`config.mk`:
```
export PLATFORM = sky130hd
export DESIGN_NAME = fpm_top
export DESIGN_NICKNAME = d
export VERILOG_FILES = /design/src/rtl/fpm_pkg.sv /design/src/rtl/fpm_top.sv /design/src/rtl/fpm_section.sv
export VERILOG_INCLUDE_DIRS = /design/src /design/src/rtl
export SDC_FILE = /design/constraint.sdc
export NUM_CORES = 1
export LEC_CHECK = 0
export BUFFER_PORTS_ARGS = -buffer_cell sky130_fd_sc_hd__buf_4
export CORE_ASPECT_RATIO = 1.2
export CORE_MARGIN = 4
export CORE_UTILIZATION = 50
export CTS_CLUSTER_SIZE = 28
export DETAILED_ROUTE_END_ITERATION = 8
export PLACE_DENSITY = 0.7
export SLEW_MARGIN = 20
export SYNTH_ARGS = -nofsm -noshare
export SYNTH_HDL_FRONTEND = slang
export SYNTH_SLANG_ARGS = --single-unit
export TNS_END_PERCENT = 50
```
`constraint.sdc`:
```
create_clock -name clk -period 7.42 [get_ports clk]
set_input_delay 1.484 -clock clk [delete_from_list [all_inputs] [get_ports clk]]
set_output_delay 1.484 -clock clk [all_outputs]
set_load 0.02 [all_outputs]
```
`src/rtl/fpm_defines.svh`:
```
`ifndef FPM_DEFINES_SVH
`define FPM_DEFINES_SVH

// ----------------------------------------
// register word indices (byte address = 4 x index)
// ----------------------------------------
`define FPM_IDX_CONFIG 6'h00
`define FPM_IDX_LOOKUP 6'h01
`define FPM_IDX_RESULT 6'h02
`define FPM_IDX_TABLE 6'h04
`define FPM_IDX_DECODE 6'h0c
`define FPM_NUM_SECT 5

// ----------------------------------------
// density constant
// ----------------------------------------
`define FPM_M_RESET 4'h5
`define FPM_M_MIN 4'h4
`define FPM_M_MAX 4'h8
`define FPM_M_LSB 0

// ----------------------------------------
// sector types and count exponents
// ----------------------------------------
`define FPM_TYPE_8K 8'h02
`define FPM_TYPE_32K 8'h03
`define FPM_TYPE_64K 8'h04
`define FPM_EXP_8K 8'h02
`define FPM_EXP_32K 8'h00

// ----------------------------------------
// start and end adders per section
// ----------------------------------------
`define FPM_S1_START 8'hff
`define FPM_S1_END 8'h06
`define FPM_S2_ADDER 8'hfd
`define FPM_S3_START 8'h00
`define FPM_S3_END 8'hfc
`define FPM_S4_ADDER 8'hfe
`define FPM_S5_START 8'h07
`define FPM_S5_END 8'h0e

// ----------------------------------------
// bus responses
// ----------------------------------------
`define FPM_RESP_OKAY 2'b00
`define FPM_RESP_SLVERR 2'b10

`endif

```
`src/rtl/fpm_pkg.sv`:
```
package fpm_pkg;

  // one section as it sits in the parameter table
  typedef struct packed {
    logic [7:0] end_adder;
    logic [7:0] start_adder;
    logic [7:0] count_code;
    logic [7:0] sect_type;
  } fpm_sect_raw_t;

  // absolute positions worked out from the adders
  typedef struct packed {
    logic [2:0] rsvd;
    logic [8:0] count;
    logic [9:0] end_pos;
    logic [9:0] start_pos;
  } fpm_sect_dec_t;

  // answer of the address lookup
  typedef struct packed {
    logic in_range;
    logic [2:0] rsvd_a;
    logic is_pair;
    logic [2:0] sect_type;
    logic rsvd_b;
    logic [2:0] section;
    logic [9:0] read_pos;
    logic [9:0] write_pos;
  } fpm_result_t;

  function automatic logic [9:0] fpm_bit_pos(
    input logic [3:0] m,
    input logic [7:0] c
  );
    logic [9:0] base;
    base = (10'h001 << m) + 10'h001;
    if (c == 8'h00) begin
      return 10'h000;
    end
    return base + {{2{c[7]}}, c};
  endfunction

endpackage

```
`src/rtl/fpm_top.sv`:
```
// The address map and the AXI4-Lite register port are this design's own decisions.
`timescale 1ns/1ps
`include "fpm_defines.svh"
module fpm_top
  import fpm_pkg::*;
#(
  parameter int ADDR_W = 8,
  parameter logic [3:0] M_RESET = `FPM_M_RESET
) (
  input wire logic clk,
  input wire logic reset,
  input wire logic [ADDR_W-1:0] s_axi_awaddr,
  input wire logic s_axi_awvalid,
  output logic s_axi_awready,
  input wire logic [31:0] s_axi_wdata,
  input wire logic [3:0] s_axi_wstrb,
  input wire logic s_axi_wvalid,
  output logic s_axi_wready,
  output logic [1:0] s_axi_bresp,
  output logic s_axi_bvalid,
  input wire logic s_axi_bready,
  input wire logic [ADDR_W-1:0] s_axi_araddr,
  input wire logic s_axi_arvalid,
  output logic s_axi_arready,
  output logic [31:0] s_axi_rdata,
  output logic [1:0] s_axi_rresp,
  output logic s_axi_rvalid,
  input wire logic s_axi_rready
);

  // ----------------------------------------
  // state
  // ----------------------------------------
  logic [3:0] m_q;
  logic [23:0] lookup_addr;
  fpm_result_t result_q;
  fpm_result_t next_result;
  fpm_sect_raw_t raw [`FPM_NUM_SECT];
  fpm_sect_dec_t dec [`FPM_NUM_SECT];
  logic [9:0] base_pos;

  logic aw_full;
  logic w_full;
  logic [ADDR_W-1:0] aw_addr_q;
  logic [31:0] w_data_q;
  logic [3:0] w_strb_q;
  logic do_write;
  logic [5:0] wr_idx;
  logic wr_ok;
  logic m_legal;

  logic [5:0] rd_idx;
  logic [31:0] rd_data;
  logic rd_ok;

  assign base_pos = (10'h001 << m_q) + 10'h001;

  // ----------------------------------------
  // section map
  // ----------------------------------------
  // bottom 8K blocks
  fpm_section #(
    .SECT_TYPE(`FPM_TYPE_8K), .COUNT_CODE(`FPM_EXP_8K),
    .START_ADDER(`FPM_S1_START), .END_ADDER(`FPM_S1_END),
    .IS_BULK(1'b0)
  ) u_sect_bot8 (.m(m_q), .raw(raw[0]), .dec(dec[0]));

  fpm_section #(
    .SECT_TYPE(`FPM_TYPE_32K), .COUNT_CODE(`FPM_EXP_32K),
    .START_ADDER(`FPM_S2_ADDER), .END_ADDER(`FPM_S2_ADDER),
    .IS_BULK(1'b0)
  ) u_sect_lo32 (.m(m_q), .raw(raw[1]), .dec(dec[1]));

  fpm_section #(
    .SECT_TYPE(`FPM_TYPE_64K), .COUNT_CODE(8'h00),
    .START_ADDER(`FPM_S3_START), .END_ADDER(`FPM_S3_END),
    .IS_BULK(1'b1)
  ) u_sect_bulk (.m(m_q), .raw(raw[2]), .dec(dec[2]));

  fpm_section #(
    .SECT_TYPE(`FPM_TYPE_32K), .COUNT_CODE(`FPM_EXP_32K),
    .START_ADDER(`FPM_S4_ADDER), .END_ADDER(`FPM_S4_ADDER),
    .IS_BULK(1'b0)
  ) u_sect_hi32 (.m(m_q), .raw(raw[3]), .dec(dec[3]));

  fpm_section #(
    .SECT_TYPE(`FPM_TYPE_8K), .COUNT_CODE(`FPM_EXP_8K),
    .START_ADDER(`FPM_S5_START), .END_ADDER(`FPM_S5_END),
    .IS_BULK(1'b0)
  ) u_sect_top8 (.m(m_q), .raw(raw[4]), .dec(dec[4]));

  // ----------------------------------------
  // address lookup
  // ----------------------------------------
  // pick the section from the 64K unit of the address, and from bit 15 in the first and last unit
  always_comb begin
    logic [8:0] n_units;
    logic [7:0] unit;
    logic [2:0] sec;
    logic [7:0] sec_idx;
    logic [9:0] step;
    n_units = 9'h001 << m_q;
    unit = lookup_addr[23:16];
    sec = 3'h2;
    sec_idx = unit - 8'h01;
    step = 10'h000;
    if (unit == 8'h00) begin
      sec = lookup_addr[15] ? 3'h1 : 3'h0;
      sec_idx = lookup_addr[15] ? 8'h00 : {6'h00, lookup_addr[14:13]};
    end else if ({1'b0, unit} == n_units - 9'h001) begin
      sec = lookup_addr[15] ? 3'h4 : 3'h3;
      sec_idx = lookup_addr[15] ? {6'h00, lookup_addr[14:13]} : 8'h00;
    end
    next_result = '0;
    next_result.in_range = ({1'b0, unit} < n_units);
    next_result.section = sec + 3'h1;
    next_result.sect_type = raw[sec].sect_type[2:0];
    next_result.is_pair = (sec == 3'h0) || (sec == 3'h4);
    step = next_result.is_pair ? {1'b0, sec_idx, 1'b0}
                               : {2'b00, sec_idx};
    next_result.write_pos = dec[sec].start_pos + step;
    next_result.read_pos = next_result.is_pair
                           ? next_result.write_pos + 10'h001
                           : next_result.write_pos;
  end

  always_ff @(posedge clk) begin
    if (reset) begin
      result_q <= '0;
    end else begin
      result_q <= next_result;
    end
  end

  // ----------------------------------------
  // write channels
  // ----------------------------------------
  assign do_write = aw_full && w_full && !s_axi_bvalid;
  assign wr_idx = aw_addr_q[7:2];

  always_ff @(posedge clk) begin
    if (reset) begin
      aw_full <= 1'b0;
      s_axi_awready <= 1'b0;
      aw_addr_q <= '0;
    end else if (s_axi_awvalid && s_axi_awready) begin
      aw_full <= 1'b1;
      s_axi_awready <= 1'b0;
      aw_addr_q <= s_axi_awaddr;
    end else if (do_write) begin
      aw_full <= 1'b0;
    end else if (!aw_full && !s_axi_awready) begin
      s_axi_awready <= 1'b1;
    end
  end

  always_ff @(posedge clk) begin
    if (reset) begin
      w_full <= 1'b0;
      s_axi_wready <= 1'b0;
      w_data_q <= 32'h0000_0000;
      w_strb_q <= 4'h0;
    end else if (s_axi_wvalid && s_axi_wready) begin
      w_full <= 1'b1;
      s_axi_wready <= 1'b0;
      w_data_q <= s_axi_wdata;
      w_strb_q <= s_axi_wstrb;
    end else if (do_write) begin
      w_full <= 1'b0;
    end else if (!w_full && !s_axi_wready) begin
      s_axi_wready <= 1'b1;
    end
  end

  assign m_legal = (w_data_q[3:0] >= `FPM_M_MIN) &&
                   (w_data_q[3:0] <= `FPM_M_MAX);

  always_comb begin
    wr_ok = 1'b0;
    if (wr_idx == `FPM_IDX_LOOKUP) begin
      wr_ok = 1'b1;
    end else if (wr_idx == `FPM_IDX_CONFIG) begin
      wr_ok = m_legal || !w_strb_q[0];
    end
  end

  always_ff @(posedge clk) begin
    if (reset) begin
      s_axi_bvalid <= 1'b0;
      s_axi_bresp <= `FPM_RESP_OKAY;
    end else if (do_write) begin
      s_axi_bvalid <= 1'b1;
      s_axi_bresp <= wr_ok ? `FPM_RESP_OKAY : `FPM_RESP_SLVERR;
    end else if (s_axi_bvalid && s_axi_bready) begin
      s_axi_bvalid <= 1'b0;
    end
  end

  // ----------------------------------------
  // writable registers
  // ----------------------------------------
  always_ff @(posedge clk) begin
    if (reset) begin
      m_q <= M_RESET;
    end else if (do_write && wr_idx == `FPM_IDX_CONFIG &&
                 w_strb_q[0] && m_legal) begin
      m_q <= w_data_q[3:0];
    end
  end

  always_ff @(posedge clk) begin
    if (reset) begin
      lookup_addr <= 24'h00_0000;
    end else if (do_write && wr_idx == `FPM_IDX_LOOKUP) begin
      for (int b = 0; b < 3; b++) begin
        if (w_strb_q[b]) begin
          lookup_addr[b*8 +: 8] <= w_data_q[b*8 +: 8];
        end
      end
    end
  end

  // ----------------------------------------
  // read channel
  // ----------------------------------------
  assign rd_idx = s_axi_araddr[7:2];

  always_comb begin
    rd_data = 32'h0000_0000;
    rd_ok = 1'b1;
    case (rd_idx)
      `FPM_IDX_CONFIG: rd_data = {28'h000_0000, m_q};
      `FPM_IDX_LOOKUP: rd_data = {8'h00, lookup_addr};
      `FPM_IDX_RESULT: rd_data = result_q;
      default: begin
        rd_ok = 1'b0;
        for (int k = 0; k < `FPM_NUM_SECT; k++) begin
          if (rd_idx == 6'(`FPM_IDX_TABLE + k)) begin
            rd_data = raw[k];
            rd_ok = 1'b1;
          end
          if (rd_idx == 6'(`FPM_IDX_DECODE + k)) begin
            rd_data = dec[k];
            rd_ok = 1'b1;
          end
        end
      end
    endcase
  end

  always_ff @(posedge clk) begin
    if (reset) begin
      s_axi_arready <= 1'b0;
      s_axi_rvalid <= 1'b0;
      s_axi_rdata <= 32'h0000_0000;
      s_axi_rresp <= `FPM_RESP_OKAY;
    end else if (s_axi_arvalid && s_axi_arready) begin
      s_axi_arready <= 1'b0;
      s_axi_rvalid <= 1'b1;
      s_axi_rdata <= rd_data;
      s_axi_rresp <= rd_ok ? `FPM_RESP_OKAY : `FPM_RESP_SLVERR;
    end else if (s_axi_rvalid && s_axi_rready) begin
      s_axi_rvalid <= 1'b0;
    end else if (!s_axi_rvalid && !s_axi_arready) begin
      s_axi_arready <= 1'b1;
    end
  end
endmodule

```
`src/rtl/fpm_section.sv`:
```
`timescale 1ns/1ps
module fpm_section
  import fpm_pkg::*;
#(
  parameter logic [7:0] SECT_TYPE = 8'h02,
  parameter logic [7:0] COUNT_CODE = 8'h00,
  parameter logic [7:0] START_ADDER = 8'h00,
  parameter logic [7:0] END_ADDER = 8'h00,
  parameter bit IS_BULK = 1'b0
) (
  input wire logic [3:0] m,
  output fpm_sect_raw_t raw,
  output fpm_sect_dec_t dec
);

  logic [8:0] bulk_count;

  assign bulk_count = (9'h001 << m) - 9'h002;

  always_comb begin
    raw.sect_type = SECT_TYPE;
    raw.start_adder = START_ADDER;
    raw.end_adder = END_ADDER;
    raw.count_code = IS_BULK ? bulk_count[7:0] : COUNT_CODE;
    dec.rsvd = 3'h0;
    dec.count = IS_BULK ? bulk_count : (9'h001 << COUNT_CODE[3:0]);
    dec.start_pos = fpm_bit_pos(m, START_ADDER);
    dec.end_pos = fpm_bit_pos(m, END_ADDER);
  end

endmodule

```
==> flow_results.org <==
** Place
- Number of buffers added on ports :: 84
- DP Wirelength :: 21,400 um
- Routability Congestion :: 0.989
- Timing analysis after detailed placement gives a worst setup slack of 923 ps.

** Die
- Core Rows :: 52
- The die covers 19,300 um^2.
- Initial core utilization :: 50.9%
- The floorplan step defined a core boundary enclosing 16,900 um^2.
- Floorplan die height :: 152 um
- Die Width :: 128 um
- Count of pins on the block boundary :: 100

** Synth
- Share of cell area taken by muxes after synthesis :: 1.79%
- In this run the cell area of the synthesized design comes to 8580 um^2.
- Sequential-to-total area share from yosys stat :: 30.1%
- Count of state elements after synthesis :: 129
- Number of synthesized flops with an enable pin :: 0
- Main combinational cell family by area after synthesis :: compound AO/OA/AOI/OAI gates
- The netlist uses 89 different library cells.
- Synthesis produced 1,160 cells.
- Main synth FF type :: sky130_fd_sc_hd__dfxtp_1
- Of the total synthesized cell area, the portion taken by full adders, half adders and majority gates is 4.90%.
- Area fraction in compound gates after synthesis :: 27.7%
- Average size of a mapped cell :: 7.40 um^2
- After Yosys synthesis, XOR and XNOR cells account for 3.88% of the synthesized area.
- Share of async-settable or async-resettable flops after synthesis :: 0%
- For this run, the number of Yosys warnings is 0.
- Of the total synthesized cell area, the portion taken by AND, OR, NAND and NOR gates is 24.7%.

** Cells and area
- Combined area of the multi-input logic cells :: 5430 um^2
- Growth of design area from synthesis to finish :: 14.4%
- After the last flow step, the layout net total stands at 1,280.
- Area taken by flip-flops and latches :: 2580 um^2
- Commonest non-fill, non-tap cell in the layout :: sky130_fd_sc_hd__nand2_1
- In the final layout, the share of cells above drive strength 1 is 14.2%.
- Antenna cell count :: 0
- The layout has 1,609 filler cells.
- Leaving out fill and tap cells, the most frequent cells in the layout are sky130_fd_sc_hd__nand2_1, sky130_fd_sc_hd__dfxtp_1, sky130_fd_sc_hd__a21oi_1.

** Routing
- In the routed design, unresolved DRC markers number 0.
- After detailed routing, the average wire length per cell comes to 20.7 um.
- Wire length after detailed routing :: 29,400 um
- Vias after detailed routing :: 8,930
- The detailed router finished its first iteration with 948 violations.
- The pre-antenna-repair detailed-routing pass consisted of 6 iterations.
- The detail route stage leaves a number of antenna-violating nets equal to 0.
- After detailed routing, the number of vias per cell comes to 6.30.

** Run
- # Max-Cap Violations :: 0

** STA
- Setup TNS Final :: 0 ps
- Final hold viol count :: 0
- Setup repair after global routing left no endpoint under its margin.
- The routed design could run at a clock period as short as 6730 ps.
- For this run, the top clock speed supported by timing is 149 MHz.
- Final setup vio count :: 0
- The worst pin sits at a relative slew slack of 28.1%.
- Final max-slew violation count :: 0
- For the final database, setup skew stands at 11.8 ps.
- At the pin with the least slew margin, the transition time is 1070 ps.
- Final cycle utilization of the critical path :: 90.7%
- Setup ws final :: 688 ps

** Global route
- Across every metal layer, demand over resource in global routing totals 30.3%.
- Via count of the first global-routing pass :: 8,326
- GR Util met1 :: 37.5%
- The first global-routing pass estimated 45,600 um of wire.
- Global routing used 5.12% of the available met3 tracks.
- Maximum number of pins on one net before global-route repair :: 103
- The initial antenna violation count came to 0.
- Global routing finished with a remaining overflow of 0.
- Met2 Usage GRT :: 49.3%
- Most Crowded Layer GR :: met2

** Clock tree
- In this run the clock root is driven by a sky130_fd_sc_hd__clkbuf_16.
- Resized Gates After CTS :: 0
- The H-tree was split into 4 levels.
- Longest Clk Path Bufs :: 2
- Post-CTS timing repair inserted 0 buffers for setup.
- Clock-pin slew was measured on the worst setup and hold paths at 70 ps.
- CTS tree :: yes
- Clock tree synthesis found a total of 129 sinks.
- # hold bufs at CTS :: 0
- TritonCTS created 17 clock buffers.
- Insertion delay to the later sink of the worst-skew pair :: 430 ps

** Worst setup path
- Critical path fanouts, max :: 20
- Worst Setup Path Type :: register to register
- At the worst endpoint, the arrival time is 7040 ps.
- At the worst endpoint, the required time is 7720 ps.
- The worst setup path is captured at a register.
- Element type at the critical path start :: register

** Outcome
- Run status :: complete, no violations

** Power
- For this design the static power due to leakage is 3.79 nW.
- VDD sags by at most 0.175 mV.
- For this design the ratio of total power to cell area is 181 nW/um^2.

** Worst hold path
- The min-delay analysis places its worst path in the category register to register.
==> critical path, stage by stage (launching register included) <==
cell	delay, ps
sky130_fd_sc_hd__dfxtp_1	720
sky130_fd_sc_hd__nor2b_1	420
sky130_fd_sc_hd__nand2_1	90
sky130_fd_sc_hd__buf_4	190
sky130_fd_sc_hd__ha_1	350
sky130_fd_sc_hd__and2_2	270
sky130_fd_sc_hd__a311o_1	310
sky130_fd_sc_hd__o221a_2	260
sky130_fd_sc_hd__or4_4	620
sky130_fd_sc_hd__o21ai_0	190
sky130_fd_sc_hd__ha_1	670
sky130_fd_sc_hd__nand2_1	150
sky130_fd_sc_hd__o21ai_0	120
sky130_fd_sc_hd__nand2_1	70
sky130_fd_sc_hd__o21ai_0	100
sky130_fd_sc_hd__a21oi_1	100
sky130_fd_sc_hd__ha_1	370
sky130_fd_sc_hd__a21o_1	200
sky130_fd_sc_hd__a21oi_1	230
sky130_fd_sc_hd__nand2_1	130
sky130_fd_sc_hd__xnor2_1	450
sky130_fd_sc_hd__and4_1	350
sky130_fd_sc_hd__a31o_2	170
sky130_fd_sc_hd__mux2i_1	60
==> stage by stage <==
stage          cells  power (mW)  util (%)  area [um^2]  hold slack, ps
2_1_floorplan   1161       0.852         -         8590             427
3_3_place_gp    1385       0.920      54.6         9200             439
3_5_place_dp    1385       0.921      54.6         9200             440
4_1_cts         1417        1.78      58.3         9820             445
5_1_grt         1417        1.83      58.3         9820             459
6_report        1417        1.78      58.3         9820             446
==> kinds of logic after synthesis <==
logic type | count (synthesis)
buf+inv | 130
compound gates | 357
fa+ha+maj | 33
simple gates | 457
flops | 129
xor+xnor | 38
mux | 15
other cells | 1
==> Yosys cell counts, drive strengths merged (5+ instances only) <==
cell type	number	area, um^2
xnor2	29	254
nor4	8	50.1
xor2	9	78.8
a221oi	22	193
o31ai	8	60.1
nand3	13	65.1
a21o	13	97.6
o211ai	9	72.6
o21a	9	67.6
o22ai	12	75.1
nor3b	6	45.0
nor3	41	210
and2	11	70.1
mux2i	12	120
a21oi	118	591
and3	10	65.1
o21ai	63	319
nand2	190	716
inv	30	113
clkbuf	73	315
a211oi	18	135
ha	32	400
a31oi	12	75.1
nor2b	22	138
or3	9	62.6
a311oi	12	105
or2	5	31.3
nand2b	11	68.8
nor2	108	405
dfxtp	129	2580
a22oi	5	37.5
buf	24	145
==> state kept, by name, indices dropped and copies added (netlist names), 3 cells and up <==
name and count:
w_strb_q 3, result_q 28, lookup_addr 24, s_axi_rdata 31
aw_addr_q 6, w_data_q 24, m_q 4
==> report_power, final <==
| part | switching (mW) | internal [mW] | leakage (nW) |
|---|---|---|---|
| clock | 0.382 | 0.486 | 0.299 |
| combinational | 0.109 | 0.0668 | 2.44 |
| sequential | 0.0150 | 0.717 | 1.05 |
==> cell type report <==
cell class / count / share of cell area, %
clock buffers: 17 / 4.33
repair buffers: 105 / 8.03
clock inverters: 15 / 1.98
inverters: 33 / 1.31
flip-flops and latches: 129 / 26.3
well taps: 216 / 2.75
multi-input cells: 902 / 55.3
==> per-layer routing <==
metal | routed length, um | vias up
li1 | - | 4218
met1 | 11600 | 4178
met2 | 13800 | 419
met3 | 2060 | 115
met4 | 1920 | 0
met5 | 0 | -
==> final timing paths <==
check / slack, ps / end / cells after the start / start
worst min-delay path: 450 / s_axi_rdata[31]$_SDFFE_PP0P_ / 2 / result_q[31]$_SDFF_PP0_
worst min register to register: 450 / s_axi_rdata[31]$_SDFFE_PP0P_ / 2 / result_q[31]$_SDFF_PP0_
worst max register to register: 690 / result_q[19]$_SDFF_PP0_ / 23 / m_q[0]$_SDFFE_PP1P_
worst max-delay path: 690 / result_q[19]$_SDFF_PP0_ / 23 / m_q[0]$_SDFFE_PP1P_
No activity file was read; power rests on OpenSTA's default activity.
